$ cat src/hdl/bcd_pkg.sv
// Shared constants, word layout and helpers for the command decoder pair
package bcd_pkg;
   // ------------------------------------------------------------
   // Command word layout
   // ------------------------------------------------------------
   localparam int         WORD_W         = 16;
   localparam int         BYTE_W         = 8;
   localparam int         PAR_HI         = 15;
   localparam int         PAR_LO         = 14;
   localparam int         DEST_HI        = 13;
   localparam int         DEST_LO        = 10;
   localparam int         LEN_HI         = 9;
   localparam int         LEN_LO         = 7;
   localparam int         FUNC_HI        = 6;
   localparam int         DEST_W         = 4;
   localparam int         NEED_W         = 4;
   localparam logic [3:0] LOADER_DEST    = 4'h2;
   localparam logic [3:0] SEQ_LOAD_DEST  = 4'hE;
   localparam int         BYTES_PER_WORD = 2;
   localparam int         CNT_W          = 16;
   localparam int         PROC_W         = 2;
   // Processor per destination, two bits each, destination 0 lowest
   localparam logic [31:0] DEST_PROC_MAP = 32'hAA955000;

   // ------------------------------------------------------------
   // Timing and sizes
   // ------------------------------------------------------------
   localparam longint RTI_NS         = 64'd125000000;
   localparam longint CLK_MHZ        = 64'd200;
   localparam int     RTI_CYC        = int'(RTI_NS * CLK_MHZ / 64'd1000);
   localparam int     CMD_FIFO_DEPTH = 8;
   localparam int     MAX_CMD_WORDS  = 8;
   localparam int     TLM_W          = 32;
   localparam int     TLM_BLK_WORDS  = 8;

   // ------------------------------------------------------------
   // Field helpers
   // ------------------------------------------------------------
   // Expected parity: odd over destination and length, even over function
   function automatic logic [1:0] bcd_par(input logic [WORD_W-1:0] w);
      return {~^w[DEST_HI:LEN_LO], ^w[FUNC_HI:0]};
   endfunction : bcd_par

   function automatic logic [DEST_W-1:0] bcd_dest(input logic [WORD_W-1:0] w);
      return w[DEST_HI:DEST_LO];
   endfunction : bcd_dest

   function automatic logic [NEED_W-1:0] bcd_len(input logic [WORD_W-1:0] w);
      return {1'b0, w[LEN_HI:LEN_LO]} + 4'h1;
   endfunction : bcd_len

   function automatic logic [PROC_W-1:0] bcd_proc(input logic [DEST_W-1:0] d);
      return DEST_PROC_MAP[{d, 1'b0} +: PROC_W];
   endfunction : bcd_proc
endpackage : bcd_pkg

$ cat src/hdl/bcd_link_if.sv
// Link between the spacecraft bus end and the command decoder end
`timescale 1ns/100ps
interface bcd_link_if;
   import bcd_pkg::*;
   logic [WORD_W-1:0] cmd_word;
   logic              cmd_valid;
   logic              cmd_last;
   logic              cmd_ext;
   logic              cmd_ready;
   logic              rti_pulse;
   logic [TLM_W-1:0]  tlm_word;
   logic              tlm_valid;
   logic              tlm_last;
   logic              tlm_ready;

   modport dev (
      input  cmd_word, cmd_valid, cmd_last, cmd_ext, tlm_ready,
      output cmd_ready, rti_pulse, tlm_word, tlm_valid, tlm_last
   );
   modport host (
      output cmd_word, cmd_valid, cmd_last, cmd_ext, tlm_ready,
      input  cmd_ready, rti_pulse, tlm_word, tlm_valid, tlm_last
   );
endinterface : bcd_link_if

$ cat src/hdl/bcd_fifo.sv
// Command word FIFO with flush, valid and ready on both sides
`timescale 1ns/100ps
module bcd_fifo #(
   parameter int W     = 16,
   parameter int DEPTH = 8
) (
   input  logic                     clock,
   input  logic                     rst_n,
   input  logic                     ce,
   input  logic                     flush,
   input  logic [W-1:0]             in_data,
   input  logic                     in_valid,
   output logic                     in_ready,
   output logic [W-1:0]             out_data,
   output logic                     out_valid,
   input  logic                     out_ready,
   output logic [$clog2(DEPTH):0]   count
);
   import bcd_pkg::*;
   localparam int AW = $clog2(DEPTH);

   if (DEPTH < 2 || (DEPTH & (DEPTH - 1)) != 0) begin : g_bad_depth
      $error("bcd_fifo depth must be a power of two of at least 2");
   end

   typedef struct packed {
      logic [DEPTH-1:0][W-1:0] mem;
      logic [AW-1:0]           wp;
      logic [AW-1:0]           rp;
      logic [AW:0]             cnt;
   } bcd_fifo_st_t;

   bcd_fifo_st_t st_ff;
   bcd_fifo_st_t nxt_st;
   logic         push;
   logic         pop;

   // Flags straight from the held count
   assign in_ready  = (st_ff.cnt != (AW+1)'(DEPTH));
   assign out_valid = (st_ff.cnt != '0);
   assign out_data  = st_ff.mem[st_ff.rp];
   assign count     = st_ff.cnt;

   // Flush beats a push in the same cycle so a dropped command leaves nothing
   always_comb begin
      nxt_st = st_ff;
      push   = in_valid && in_ready;
      pop    = out_valid && out_ready;
      if (flush) begin
         nxt_st.wp  = '0;
         nxt_st.rp  = '0;
         nxt_st.cnt = '0;
      end else begin
         if (push) begin
            nxt_st.mem[st_ff.wp] = in_data;
            nxt_st.wp            = st_ff.wp + 1'b1;
         end
         if (pop) begin
            nxt_st.rp = st_ff.rp + 1'b1;
         end
         nxt_st.cnt = st_ff.cnt + {{AW{1'b0}}, push} - {{AW{1'b0}}, pop};
      end
   end

   // State register
   always_ff @(posedge clock or negedge rst_n) begin
      if (!rst_n) begin
         st_ff <= '0;
      end else if (ce) begin
         st_ff <= nxt_st;
      end
   end
endmodule : bcd_fifo

$ cat src/hdl/bcd_decoder_end.sv
// First-level command decoder and telemetry packer, instrument end
// Notes on behaviour
// - Four destination bits pick one of sixteen
// - Length field splits buffer into commands
// - Check both first-word parity bits
// - Parity failure drops rest of buffer
// - Function bits forwarded untouched
// - Reversed parity loader commands rejected
// - Sequence load arrives alone per interval
// - Forward commands over channel to processor
// - Byte counter counts spacecraft commands only
// - Telemetry released only in full blocks
// - High rate data bypasses block packing
// - Channel idle while controller is written
// - Channel serves one target at once
// - Interval pulse every eighth second
`timescale 1ns/100ps
module bcd_decoder_end #(
   parameter int RTI_CYCLES = bcd_pkg::RTI_CYC,
   parameter int BLK        = bcd_pkg::TLM_BLK_WORDS,
   parameter int DEPTH      = bcd_pkg::CMD_FIFO_DEPTH
) (
   input  logic                        clock,
   input  logic                        rst_n,
   input  logic                        ce,
   bcd_link_if.dev                     link,
   output logic [bcd_pkg::BYTE_W-1:0]  ipc_data,
   output logic                        ipc_valid,
   output logic                        ipc_first,
   output logic [bcd_pkg::PROC_W-1:0]  ipc_proc,
   input  logic                        ipc_ready,
   input  logic [bcd_pkg::TLM_W-1:0]   tlm_in_word,
   input  logic                        tlm_in_valid,
   input  logic                        tlm_in_hrs,
   output logic                        tlm_in_ready,
   input  logic                        bpc_write,
   output logic                        dma_active,
   output logic [bcd_pkg::CNT_W-1:0]   cmd_byte_count,
   output logic                        parity_drop,
   output logic                        length_drop
);
   import bcd_pkg::*;
   localparam int RW = $clog2(RTI_CYCLES);
   localparam int BW = $clog2(BLK);
   localparam int FW = $clog2(DEPTH) + 1;

   if (RTI_CYCLES < 2 || BLK < 2 || DEPTH < MAX_CMD_WORDS) begin : g_bad_par
      $error("bcd_decoder_end parameters out of range");
   end

   // ------------------------------------------------------------
   // State
   // ------------------------------------------------------------
   typedef enum logic [2:0] {ST_IDLE, ST_BODY, ST_SEQ, ST_DROP, ST_FWD} bcd_dec_t;
   typedef enum logic [1:0] {PH_NONE, PH_HI, PH_LO} bcd_ph_t;

   typedef struct packed {
      bcd_dec_t                 st;
      logic [NEED_W-1:0]        need;
      logic [PROC_W-1:0]        proc;
      logic                     first;
      logic                     crdy;
      bcd_ph_t                  ph;
      logic [WORD_W-1:0]        sw;
      logic                     iv;
      logic [BYTE_W-1:0]        id;
      logic                     ifirst;
      logic [PROC_W-1:0]        iproc;
      logic                     dma;
      logic [CNT_W-1:0]         bytes;
      logic                     pdrop;
      logic                     ldrop;
      logic [RW-1:0]            rti_cnt;
      logic                     real_time_interval;
      logic [BLK-1:0][TLM_W-1:0] blk;
      logic [BW-1:0]            wcnt;
      logic                     rel;
      logic                     tv;
      logic [TLM_W-1:0]         tw;
      logic                     tl;
      logic                     trdy;
   } bcd_dev_st_t;

   bcd_dev_st_t       st_ff;
   bcd_dev_st_t       nxt_st;
   logic              acc;
   logic [WORD_W-1:0] w;
   logic              push;
   logic              pop;
   logic              flush;
   logic              drain;
   logic              emit;
   logic              tslot;
   logic              tacc;
   logic [FW-1:0]     cnt_nxt;
   logic              f_ready;
   logic [WORD_W-1:0] f_data;
   logic              f_valid;
   logic [FW-1:0]     f_cnt;

   // ------------------------------------------------------------
   // Command buffer
   // ------------------------------------------------------------
   bcd_fifo #(
      .W     (WORD_W),
      .DEPTH (DEPTH)
   ) u_cmd_fifo (
      .clock     (clock),
      .rst_n     (rst_n),
      .ce        (ce),
      .flush     (flush),
      .in_data   (w),
      .in_valid  (push),
      .in_ready  (f_ready),
      .out_data  (f_data),
      .out_valid (f_valid),
      .out_ready (pop),
      .count     (f_cnt)
   );

   // ------------------------------------------------------------
   // Next state
   // ------------------------------------------------------------
   always_comb begin
      nxt_st       = st_ff;
      w            = link.cmd_word;
      acc          = link.cmd_valid && st_ff.crdy;
      push         = 1'b0;
      flush        = 1'b0;
      pop          = 1'b0;
      nxt_st.pdrop = 1'b0;
      nxt_st.ldrop = 1'b0;

      nxt_st.real_time_interval = 1'b0;
      if (st_ff.rti_cnt == RW'(RTI_CYCLES - 1)) begin
         nxt_st.rti_cnt = '0;
         nxt_st.real_time_interval     = 1'b1;
      end else begin
         nxt_st.rti_cnt = st_ff.rti_cnt + 1'b1;
      end

      if (acc && link.cmd_ext) begin
         nxt_st.bytes = st_ff.bytes + CNT_W'(BYTES_PER_WORD);
      end

      // Command splitting; the pushed word keeps its function bits
      if (acc) begin
         unique case (st_ff.st)
            ST_IDLE: begin
               if (w[PAR_HI:PAR_LO] != bcd_par(w)) begin
                  nxt_st.pdrop = 1'b1;
                  if (!link.cmd_last) begin
                     nxt_st.st = ST_DROP;
                  end
               end else if (bcd_dest(w) == SEQ_LOAD_DEST) begin
                  push         = 1'b1;
                  nxt_st.first = 1'b1;
                  nxt_st.proc  = bcd_proc(bcd_dest(w));
                  nxt_st.st    = link.cmd_last ? ST_FWD : ST_SEQ;
               end else if (link.cmd_last && bcd_len(w) != 4'h1) begin
                  nxt_st.ldrop = 1'b1;
               end else begin
                  push         = 1'b1;
                  nxt_st.first = 1'b1;
                  nxt_st.proc  = bcd_proc(bcd_dest(w));
                  nxt_st.need  = bcd_len(w) - 4'h1;
                  nxt_st.st    = (bcd_len(w) == 4'h1) ? ST_FWD : ST_BODY;
               end
            end
            ST_BODY: begin
               push = 1'b1;
               if (st_ff.need == 4'h1) begin
                  nxt_st.st = ST_FWD;
               end else if (link.cmd_last) begin
                  flush        = 1'b1;
                  nxt_st.ldrop = 1'b1;
                  nxt_st.st    = ST_IDLE;
               end else begin
                  nxt_st.need = st_ff.need - 4'h1;
               end
            end
            ST_SEQ: begin
               push = 1'b1;
               if (link.cmd_last) begin
                  nxt_st.st = ST_FWD;
               end
            end
            ST_DROP: begin
               if (link.cmd_last) begin
                  nxt_st.st = ST_IDLE;
               end
            end
            ST_FWD: begin
               nxt_st.st = st_ff.st;
            end
         endcase
      end

      // hold channel while controller is written
      drain = (st_ff.st == ST_FWD || st_ff.st == ST_SEQ) && !bpc_write;
      emit  = (!st_ff.iv || ipc_ready) && !bpc_write;
      if (st_ff.iv && ipc_ready) begin
         nxt_st.iv = 1'b0;
      end

      // one target per command, high byte first
      unique case (st_ff.ph)
         PH_NONE: begin
            if (f_valid && drain) begin
               pop       = 1'b1;
               nxt_st.sw = f_data;
               nxt_st.ph = PH_HI;
            end
         end
         PH_HI: begin
            if (emit) begin
               nxt_st.iv     = 1'b1;
               nxt_st.id     = st_ff.sw[WORD_W-1 -: BYTE_W];
               nxt_st.ifirst = st_ff.first;
               nxt_st.iproc  = st_ff.proc;
               nxt_st.first  = 1'b0;
               nxt_st.ph     = PH_LO;
            end
         end
         PH_LO: begin
            if (emit) begin
               nxt_st.iv     = 1'b1;
               nxt_st.id     = st_ff.sw[BYTE_W-1:0];
               nxt_st.ifirst = 1'b0;
               nxt_st.ph     = PH_NONE;
            end
         end
         default: nxt_st.ph = PH_NONE;
      endcase

      // Command done once its last byte has left
      if (st_ff.st == ST_FWD && f_cnt == '0 && st_ff.ph == PH_NONE && !st_ff.iv) begin
         nxt_st.st = ST_IDLE;
      end

      // Registered ready: predict room for one more word next cycle
      cnt_nxt     = flush ? '0 : (f_cnt + FW'(push) - FW'(pop));
      nxt_st.crdy = (nxt_st.st != ST_FWD)
                    && (nxt_st.st == ST_DROP || cnt_nxt < FW'(DEPTH));
      nxt_st.dma  = (nxt_st.st == ST_FWD || nxt_st.st == ST_SEQ) && !bpc_write;

      // Telemetry output slot
      tslot = !st_ff.tv || link.tlm_ready;
      tacc  = tlm_in_valid && st_ff.trdy;
      if (tslot) begin
         nxt_st.tv = 1'b0;
      end
      if (st_ff.rel) begin
         if (tslot) begin
            nxt_st.tv = 1'b1;
            nxt_st.tw = st_ff.blk[st_ff.wcnt];
            nxt_st.tl = (st_ff.wcnt == BW'(BLK - 1));
            if (st_ff.wcnt == BW'(BLK - 1)) begin
               nxt_st.rel  = 1'b0;
               nxt_st.wcnt = '0;
            end else begin
               nxt_st.wcnt = st_ff.wcnt + 1'b1;
            end
         end
      end else if (tacc) begin
         if (tlm_in_hrs) begin
            nxt_st.tv = 1'b1;
            nxt_st.tw = tlm_in_word;
            nxt_st.tl = 1'b1;
         end else begin
            nxt_st.blk[st_ff.wcnt] = tlm_in_word;
            if (st_ff.wcnt == BW'(BLK - 1)) begin
               nxt_st.rel  = 1'b1;
               nxt_st.wcnt = '0;
            end else begin
               nxt_st.wcnt = st_ff.wcnt + 1'b1;
            end
         end
      end
      // Only take input with the output slot empty, so no word is overwritten
      nxt_st.trdy = !nxt_st.rel && !nxt_st.tv;
   end

   // ------------------------------------------------------------
   // Registers and outputs
   // ------------------------------------------------------------
   always_ff @(posedge clock or negedge rst_n) begin
      if (!rst_n) begin
         st_ff <= '0;
      end else if (ce) begin
         st_ff <= nxt_st;
      end
   end

   assign link.cmd_ready = st_ff.crdy;
   assign link.rti_pulse = st_ff.real_time_interval;
   assign link.tlm_word  = st_ff.tw;
   assign link.tlm_valid = st_ff.tv;
   assign link.tlm_last  = st_ff.tl;
   assign ipc_data       = st_ff.id;
   assign ipc_valid      = st_ff.iv;
   assign ipc_first      = st_ff.ifirst;
   assign ipc_proc       = st_ff.iproc;
   assign tlm_in_ready   = st_ff.trdy;
   assign dma_active     = st_ff.dma;
   assign cmd_byte_count = st_ff.bytes;
   assign parity_drop    = st_ff.pdrop;
   assign length_drop    = st_ff.ldrop;
endmodule : bcd_decoder_end

$ cat src/flat_wrapper.sv
// flat-port wrapper written by rule: the top's interface ports become plain ports
module bcd_decoder_end_flat import bcd_pkg::*;
#(
   parameter int RTI_CYCLES = bcd_pkg::RTI_CYC,
   parameter int BLK        = bcd_pkg::TLM_BLK_WORDS,
   parameter int DEPTH      = bcd_pkg::CMD_FIFO_DEPTH
)
  (clock, rst_n, ce, ipc_data, ipc_valid, ipc_first, ipc_proc, ipc_ready, tlm_in_word, tlm_in_valid, tlm_in_hrs, tlm_in_ready, bpc_write, dma_active, cmd_byte_count, parity_drop, length_drop, link_cmd_word, link_cmd_valid, link_cmd_last, link_cmd_ext, link_tlm_ready, link_cmd_ready, link_rti_pulse, link_tlm_word, link_tlm_valid, link_tlm_last);
  bcd_link_if link_i ();
  input  logic clock;
  input  logic rst_n;
  input  logic ce;
  output logic [bcd_pkg::BYTE_W-1:0] ipc_data;
  output logic ipc_valid;
  output logic ipc_first;
  output logic [bcd_pkg::PROC_W-1:0] ipc_proc;
  input  logic ipc_ready;
  input  logic [bcd_pkg::TLM_W-1:0] tlm_in_word;
  input  logic tlm_in_valid;
  input  logic tlm_in_hrs;
  output logic tlm_in_ready;
  input  logic bpc_write;
  output logic dma_active;
  output logic [bcd_pkg::CNT_W-1:0] cmd_byte_count;
  output logic parity_drop;
  output logic length_drop;
  input wire logic [$bits(link_i.cmd_word)-1:0] link_cmd_word;
  input wire logic [$bits(link_i.cmd_valid)-1:0] link_cmd_valid;
  input wire logic [$bits(link_i.cmd_last)-1:0] link_cmd_last;
  input wire logic [$bits(link_i.cmd_ext)-1:0] link_cmd_ext;
  input wire logic [$bits(link_i.tlm_ready)-1:0] link_tlm_ready;
  output wire logic [$bits(link_i.cmd_ready)-1:0] link_cmd_ready;
  output wire logic [$bits(link_i.rti_pulse)-1:0] link_rti_pulse;
  output wire logic [$bits(link_i.tlm_word)-1:0] link_tlm_word;
  output wire logic [$bits(link_i.tlm_valid)-1:0] link_tlm_valid;
  output wire logic [$bits(link_i.tlm_last)-1:0] link_tlm_last;
  assign link_i.cmd_word = link_cmd_word;
  assign link_i.cmd_valid = link_cmd_valid;
  assign link_i.cmd_last = link_cmd_last;
  assign link_i.cmd_ext = link_cmd_ext;
  assign link_i.tlm_ready = link_tlm_ready;
  assign link_cmd_ready = link_i.cmd_ready;
  assign link_rti_pulse = link_i.rti_pulse;
  assign link_tlm_word = link_i.tlm_word;
  assign link_tlm_valid = link_i.tlm_valid;
  assign link_tlm_last = link_i.tlm_last;
  bcd_decoder_end #(.RTI_CYCLES(RTI_CYCLES), .BLK(BLK), .DEPTH(DEPTH)) u_core (.clock(clock), .rst_n(rst_n), .ce(ce), .link(link_i), .ipc_data(ipc_data), .ipc_valid(ipc_valid), .ipc_first(ipc_first), .ipc_proc(ipc_proc), .ipc_ready(ipc_ready), .tlm_in_word(tlm_in_word), .tlm_in_valid(tlm_in_valid), .tlm_in_hrs(tlm_in_hrs), .tlm_in_ready(tlm_in_ready), .bpc_write(bpc_write), .dma_active(dma_active), .cmd_byte_count(cmd_byte_count), .parity_drop(parity_drop), .length_drop(length_drop));
endmodule
$ cat config.mk
export PLATFORM = sky130hd
export DESIGN_NAME = bcd_decoder_end_flat
export DESIGN_NICKNAME = d
export VERILOG_FILES = /design/src/hdl/bcd_pkg.sv /design/src/hdl/bcd_link_if.sv /design/src/hdl/bcd_fifo.sv /design/src/hdl/bcd_decoder_end.sv /design/src/flat_wrapper.sv
export SDC_FILE = /design/constraint.sdc
export NUM_CORES = 1
export LEC_CHECK = 0
export BUFFER_PORTS_ARGS = -buffer_cell sky130_fd_sc_hd__buf_2
export CAP_MARGIN = 25
export CORE_MARGIN = 2
export CORE_UTILIZATION = 42
export CTS_CLUSTER_DIAMETER = 120
export DETAILED_ROUTE_END_ITERATION = 7
export PLACE_DENSITY_LB_ADDON = 0.15
export SETUP_SLACK_MARGIN = 0.4
export SLEW_MARGIN = 20
export SYNTH_ARGS = -nofsm -noshare
export SYNTH_HDL_FRONTEND = slang
export SYNTH_SLANG_ARGS = --single-unit
$ cat constraint.sdc
create_clock -name clock -period 2.7 [get_ports clock]
set_clock_uncertainty 0.1 [all_clocks]
set_input_delay 0.27 -clock clock [delete_from_list [all_inputs] [get_ports clock]]
set_output_delay 0.27 -clock clock [all_outputs]
set_load 0.02 [all_outputs]
=== Word-level counts from Yosys, hierarchy flattened ===
Cells that the tools add are included.
W data, S select, Z words.

* Add/sub/neg operators: 12
* $lt $le $gt $ge: 6
* Equality and inequality tests: 29
* Shift-type cells: 1
* Multiplexer cells: 72
* Bitwise gates (word level): 4
* Reduce and logical (&&, ||, !) cells: 54

{| class="wikitable"
|+ Operator list
! kind !! number
|-
| $bwmux W256 || 1
|-
| $bwmux W128 || 1
|-
| $mux W38 || 3
|-
| $bmux W32 S3 || 1
|-
| $demux W32 S3 || 1
|-
| $mux W32 || 2
|-
| $bmux W16 S3 || 1
|-
| $demux W16 S3 || 1
|-
| $mux W3 || 14
|-
| $mux W10 || 4
|-
| $mux W34 || 1
|-
| $mux W16 || 2
|-
| $shiftx A32 B6 Y2 const A || 1
|-
| $add A25 B1 Y25 const B || 1
|-
| $eq A25 B25 Y1 const B || 1
|-
| $mux W25 || 1
|-
| $mux W1 || 22
|-
| $mux W4 || 5
|-
| $pmux W10 S2 || 1
|-
| $reduce_and A4 Y1 || 5
|-
| $logic_and A1 B1 Y1 || 18
|-
| $mux W18 || 1
|-
| $add A16 B2 Y16 const B || 1
|-
| $pmux W3 S5 || 1
|-
| other kinds (42) || 88
|}

* Register bits after elaboration: 519
* Input bits: 59
* Logic and storage cells: 220

=== Logic depth before layout (Yosys ltp) ===
* Depth after elaboration: 14
* Depth in mapped cells: 19
* Depth with buffers taken out: 18

=== By module ===
From an unflattened synthesis, not the netlist that was laid out.

* Cell total of the unflattened synthesis: 1860
* Area total of the unflattened synthesis: 24751.2 um^2

{| class="wikitable"
|+ Modules (own cells, without submodules)
! module !! times used !! cells each !! area each (um^2)
|-
| bcd_decoder_end || 1 || 1406 || 18196.2
|-
| bcd_fifo || 1 || 454 || 6555.0
|}

=== Least setup slack after synthesis ===
OpenSTA, ideal clock, no wires.

* Path type: input to register
* Start: input link_cmd_word[8]
* End: register u_core.st_ff, in the netlist u_core.link.cmd_ready
* Setup time: 0.129 ns
* Data arrival time: 3.164 ns
* Data required time: 2.471 ns
* Slack: -0.693 ns
* Stages: 19
* Cell sequence: clkbuf_1 inv_1 ha_1 xnor2_1 xnor2_1 xnor2_1 or2_2 o21ai_0 nand2_1 ha_1 inv_1 ha_1 nand2_1 o21bai_1 a21oi_1 xor2_1 o21ai_0 a211oi_1 a211oi_1

* Word-level cells in the longest chain between the ends: 14
* Elaborated cells on any way between the ends: 26
* Those cells by class: add/sub: 3; order compare: 1; eq/ne: 5; mux: 13; reduce/logical: 4

{| class="wikitable"
|+ RTL lines
! item !! line !! source
|-
| from (decl) || flat_wrapper.sv:27 || <nowiki>input wire logic [$bits(link_i.cmd_word)-1:0] link_cmd_word;</nowiki>
|-
| $add A3 B1 Y4 || bcd_pkg.sv:49 || <nowiki>return {1'b0, w[LEN_HI:LEN_LO]} + 4'h1;</nowiki>
|-
| $ne A4 B1 Y1 || bcd_decoder_end.sv:160 || <nowiki>end else if (link.cmd_last && bcd_len(w) != 4'h1) begin</nowiki>
|-
| $logic_and A1 B1 Y1 || bcd_decoder_end.sv:160 ||
|-
| $mux W1 || bcd_decoder_end.sv:160 ||
|-
| $mux W1 || bcd_decoder_end.sv:155 || <nowiki>end else if (bcd_dest(w) == SEQ_LOAD_DEST) begin</nowiki>
|-
| $mux W1 || bcd_decoder_end.sv:150 || <nowiki>if (w[PAR_HI:PAR_LO] != bcd_par(w)) begin</nowiki>
|-
| $pmux W1 S2 || bcd_decoder_end.sv:148 || <nowiki>unique case (st_ff.st)</nowiki>
|-
| $mux W1 || bcd_decoder_end.sv:147 || <nowiki>if (acc) begin</nowiki>
|-
| $add A4 B1 Y4 || bcd_decoder_end.sv:242 || <nowiki>cnt_nxt = flush ? '0 : (f_cnt + FW'(push) - FW'(pop));</nowiki>
|-
| $sub A4 B1 Y4 || bcd_decoder_end.sv:242 ||
|-
| $mux W4 || bcd_decoder_end.sv:242 ||
|-
| $lt A4 B4 Y1 || bcd_decoder_end.sv:244 || <nowiki>&& (nxt_st.st == ST_DROP || cnt_nxt < FW'(DEPTH));</nowiki>
|-
| $logic_or A1 B1 Y1 || bcd_decoder_end.sv:244 ||
|-
| $logic_and A1 B1 Y1 * || bcd_decoder_end.sv:244 ||
|-
| to (signal assigned) || bcd_decoder_end.sv:291 || <nowiki>st_ff <= nxt_st;</nowiki>
|-
| to (decl) || bcd_decoder_end.sv:84 || <nowiki>bcd_dev_st_t st_ff;</nowiki>
|}

Every way passes the cells marked *; elsewhere a longest branch is shown, timed or not. The select of a mux whose other input is x is not followed.
A chain may end at the register's enable or synchronous reset.

=== Final worst setup path ===
* Start: register u_core.u_cmd_fifo.st_ff, in the netlist u_core.u_cmd_fifo.count[3]
* End: register u_core.st_ff, in the netlist u_core.link.cmd_ready

* Word-level cells in the longest chain between the ends: 9
* Elaborated cells on any way between the ends: 17
* Those cells by class: add/sub: 2; order compare: 1; eq/ne: 2; mux: 4; reduce/logical: 8

{| class="wikitable"
|+ RTL lines
! item !! line !! source
|-
| from (decl) || bcd_fifo.sv:33 || <nowiki>bcd_fifo_st_t st_ff;</nowiki>
|-
| from (signal assigned) || bcd_fifo.sv:70 || <nowiki>st_ff <= nxt_st;</nowiki>
|-
| $reduce_bool A4 Y1 || bcd_fifo.sv:40 || <nowiki>assign out_valid = (st_ff.cnt != '0);</nowiki>
|-
| $logic_and A1 B1 Y1 || bcd_decoder_end.sv:209 || <nowiki>if (f_valid && drain) begin</nowiki>
|-
| $mux W1 || bcd_decoder_end.sv:209 ||
|-
| $mux W1 || bcd_decoder_end.sv:207 || <nowiki>unique case (st_ff.ph)</nowiki>
|-
| $sub A4 B1 Y4 || bcd_decoder_end.sv:242 ||
|-
| $mux W4 || bcd_decoder_end.sv:242 ||
|-
| $lt A4 B4 Y1 || bcd_decoder_end.sv:244 ||
|-
| $logic_or A1 B1 Y1 || bcd_decoder_end.sv:244 ||
|-
| $logic_and A1 B1 Y1 * || bcd_decoder_end.sv:244 ||
|}

Every way passes the cells marked *; elsewhere a longest branch is shown, timed or not.

==> results.ini <==
[outcome]
status = finished clean

[floorplanning]
floorplan.initialDensity = 0.423
design.portCount = 127
die_area_um2 = 60000
dieHeight_um = 245
fp.dieW_um = 245
fp-row-count = 88
core_area_um2 = 57600

[sta]
relSlewSlack = 0.549
final-hold-violation-count = 0
unrepaired_setup_endpoints_after_global_routing = yes
hold_ws_ns = 0.0559
timing.final.crit_share = 0.980
fmax_mhz = 378
setup_viol_count_final = 0
postLayoutSetupSlackWorst_ns = 0.0539
finalCriticalPeriod_ns = 2.65
worst_pin_slew_ns = 0.672
timing.final.max_slew_violations = 0

[routing]
antenna_violating_nets_post_route = 0
detail_route.wirelength_mm = 58.1
post-route-drc-count = 0
wire_per_inst_um = 20.6
drt_first_iter_violations = 882
via_per_inst = 5.38
dr_pass1_iterations = 5
via_count = 15203

[cts]
cts.htree.levels = 2
clock-root-buffer = sky130_fd_sc_hd__clkbuf_16
clock-sinks = 518
clk-insertion-delay-late_ns = 0.61
cts_made_buffers = 56
clock_tree_from_tritoncts = done
cts.path.max_buffers = 3
cts.clk_slew.worst_paths_ns = 0.06

[pwr]
power_density_nw_per_um2 = 936
static-leakage-power_nw = 14.2
post-layout-total-power_w = 0.0277
irDropWorstVdd_uv = 541

[synthesis]
syn-mean-instance-area_um2 = 13.4
synth.yosys.seq_area_share = 0.532
synthTopCellsByCount = sky130_fd_sc_hd__dfrtp_1 (518), sky130_fd_sc_hd__mux2_2 (372), sky130_fd_sc_hd__nand2_1 (112)
ys.warnings.count = 0
synthMostInstantiatedCell = sky130_fd_sc_hd__dfrtp_1
mappedNetlistNets = 1907
postSynth.topFlopCell = sky130_fd_sc_hd__dfrtp_1
synth_area_um2 = 24400
ys_async_sr_fraction = 1.00
yosysTopAreaCell = sky130_fd_sc_hd__dfrtp_1
count_of_mapped_cells_out_of_synthesis = 1825
yosys.area.top_type_share = 0.532
synth.area.top_cells = sky130_fd_sc_hd__dfrtp_1 (53%), sky130_fd_sc_hd__mux2_2 (17%), sky130_fd_sc_hd__mux4_2 (8.9%)
yosysUniqueCellTypes = 63
synth_edf_count = 0
number_of_synthesized_register_bits = 518

[final_layout]
drive_above_1_share = 0.435
synthToLayoutAreaGrowth_pct = 21.5
final_nets = 2100
final_cell_count_no_fill = 2825
num-fill-cells = 4910

[global_route]
track_usage = 0.198
antenna_found_initial = 4
grt_pass1_wl_mm = 93.0
grt-ovfl-total = 0
maximum_number_of_pins_on_one_net_before_global_route_repair = 94
grt_pass1_vias = 16071

[worst_setup_path]
cp_data_arrival_time_ns = 3.04
critical_path.slowest_cell = sky130_fd_sc_hd__dfrtp_1
worstPathRequired_ns = 3.09
path_buf_inv = 2
worstSetupEndpointType = flop
critPathKind = reg2reg
crit_path_cell_trace = inv_2, ha_2, nor3b_4, nor4_2, and2_1, ha_2, inv_2, ha_4, nand2_2, o21bai_1, a21oi_1, xor2_1, o21ai_2, a211oi_2, a211oi_1
critical-path-max-stage-delay_ns = 0.36
worst_path_dominant_cell_family = simple AND/OR/NAND/NOR gates
crit_path_max_fanout = 2
cp-start-kind = flop

[place]
detailed_place_hpwl_mm = 36.2
placement.setup.worst_slack_ns = -0.448
gp_congestion = 0.809
port-buffer-count = 125
post-place-cells = 2653

[job]
drv.max_cap_violation_count = 0

[worst_hold_path]
holdCritPathClass = in2reg

## flip-flops by register name (all words and copies together) (netlist names)
name                     cells
u_core.length_drop           1
u_core.link.rti_pulse        1
u_core.dma_active            1
u_core.parity_drop           1
u_core.u_cmd_fifo.count      4
u_core.link.tlm_valid        1
u_core.tlm_in_ready          1
u_core.ipc_valid             1
u_core.ipc_first             1
u_core.ipc_proc              2
u_core.link.tlm_last         1
u_core.u_cmd_fifo.st_ff    134
u_core.st_ff               313
u_core.ipc_data              8
u_core.cmd_byte_count       15
u_core.link.cmd_ready        1
u_core.link.tlm_word        32
## worst register-to-register path: cells and delay by family, from the launching register on
kind / cells / cell delay [ns]
and+or+nand+nor: 4 / 0.63
adders and majority gates: 3 / 0.56
buffers and inverters: 2 / 0.09
AOI/OAI and AO/OA: 5 / 0.60
xor gates and xnor gates: 1 / 0.21
DFF: 1 / 0.36
## final timing paths
kind	start	to	slack (ns)	depth (start not counted)
min in group asynchronous	rst_n	u_core.u_cmd_fifo.st_ff[131]$_DFFE_PN0P_	0.11	2
max in group asynchronous	rst_n	u_core.u_cmd_fifo.st_ff[29]$_DFFE_PN0P_	1.35	3
max reg2reg	u_core.u_cmd_fifo.count[3]$_DFFE_PN0P_	u_core.link.cmd_ready$_DFFE_PN0P_	0.05	15
min reg2reg	u_core.cmd_byte_count[15]$_DFFE_PN0P_	u_core.cmd_byte_count[15]$_DFFE_PN0P_	0.36	1
max	u_core.u_cmd_fifo.count[3]$_DFFE_PN0P_	u_core.link.cmd_ready$_DFFE_PN0P_	0.05	15
min	link_cmd_word[13]	u_core.u_cmd_fifo.st_ff[71]$_DFFE_PN0P_	0.06	3
## timing repair
item,CTS,global route
setup endpoints to repair,211,216
pin swaps,11,15
resized for setup,33,55
cloned,2,0
hold buffers,52,0
setup buffers,13,5
endpoints found under the hold margin,678,0
## stage by stage
| stage | utilization | setup TNS (ns) | cell area [um^2] |
|---|---|---|---|
| after floorplan | - | -5.00 | 24900 |
| after global placement | 0.463 | -21.50 | 26700 |
| after detailed placement | 0.463 | -22.88 | 26700 |
| after CTS | 0.510 | 0 | 29400 |
| after global routing | 0.514 | -0.152 | 29600 |
| final | 0.515 | 0 | 29600 |
## power by group
part	switching (W)	internal, W	total (W)
registers	0.00130	0.00996	0.0113
clock network	0.00312	0.00467	0.00779
logic	0.00401	0.00469	0.00869
## cell usage in the layout, fill, tap and decap left out, types with 9 or more instances in the layout
master                            n
sky130_fd_sc_hd__dlygate4sd3_1   52
sky130_fd_sc_hd__and3_1           9
sky130_fd_sc_hd__clkbuf_1        15
sky130_fd_sc_hd__clkbuf_8        14
sky130_fd_sc_hd__ha_1            13
sky130_fd_sc_hd__mux2i_1         49
sky130_fd_sc_hd__nor3_1           9
sky130_fd_sc_hd__xnor2_1         36
sky130_fd_sc_hd__nor2_1          79
sky130_fd_sc_hd__buf_4           88
sky130_fd_sc_hd__dfrtp_1        515
sky130_fd_sc_hd__mux2_4         128
sky130_fd_sc_hd__nand2_1        109
sky130_fd_sc_hd__inv_1           15
sky130_fd_sc_hd__buf_12          27
sky130_fd_sc_hd__buf_6           14
sky130_fd_sc_hd__and2_1          10
sky130_fd_sc_hd__buf_2          124
sky130_fd_sc_hd__nand3_1         17
sky130_fd_sc_hd__clkbuf_16       58
sky130_fd_sc_hd__nand4_1         18
sky130_fd_sc_hd__mux2_2         264
sky130_fd_sc_hd__o21ai_0         79
sky130_fd_sc_hd__xor2_1          18
sky130_fd_sc_hd__inv_2            9
sky130_fd_sc_hd__mux4_2          96
sky130_fd_sc_hd__a21oi_1         47
## final cells by class
cell class / count / area, um^2 / area share
well taps: 765 / 957 / 0.0323
multi-input cells: 1105 / 11100 / 0.374
repair buffers: 311 / 2630 / 0.0887
diodes: 2 / 5.00 / 0.000169
flip-flops and latches: 518 / 13000 / 0.438
clock buffers: 87 / 1700 / 0.0574
inverters: 26 / 105 / 0.00355
clock inverters: 11 / 171 / 0.00578
## routing by layer
metal  track usage  wire (um)
met2         0.319      27400
met1         0.283      27500
met4        0.0434        977
met3        0.0331       2260
met5             0         40
## cell families (layout without fill, tap and decap cells)
family,Yosys count,in the layout,synth area share
AOI/OAI and AO/OA,188,188,0.0448
buffers and inverters,202,435,0.0418
adders and majority gates,23,23,0.0121
muxes,537,537,0.293
DFF,518,518,0.532
other,1,3,0.000154
and+or+nand+nor,301,301,0.0569
xor gates and xnor gates,55,55,0.0198
Power figures use the tool's default switching activity.
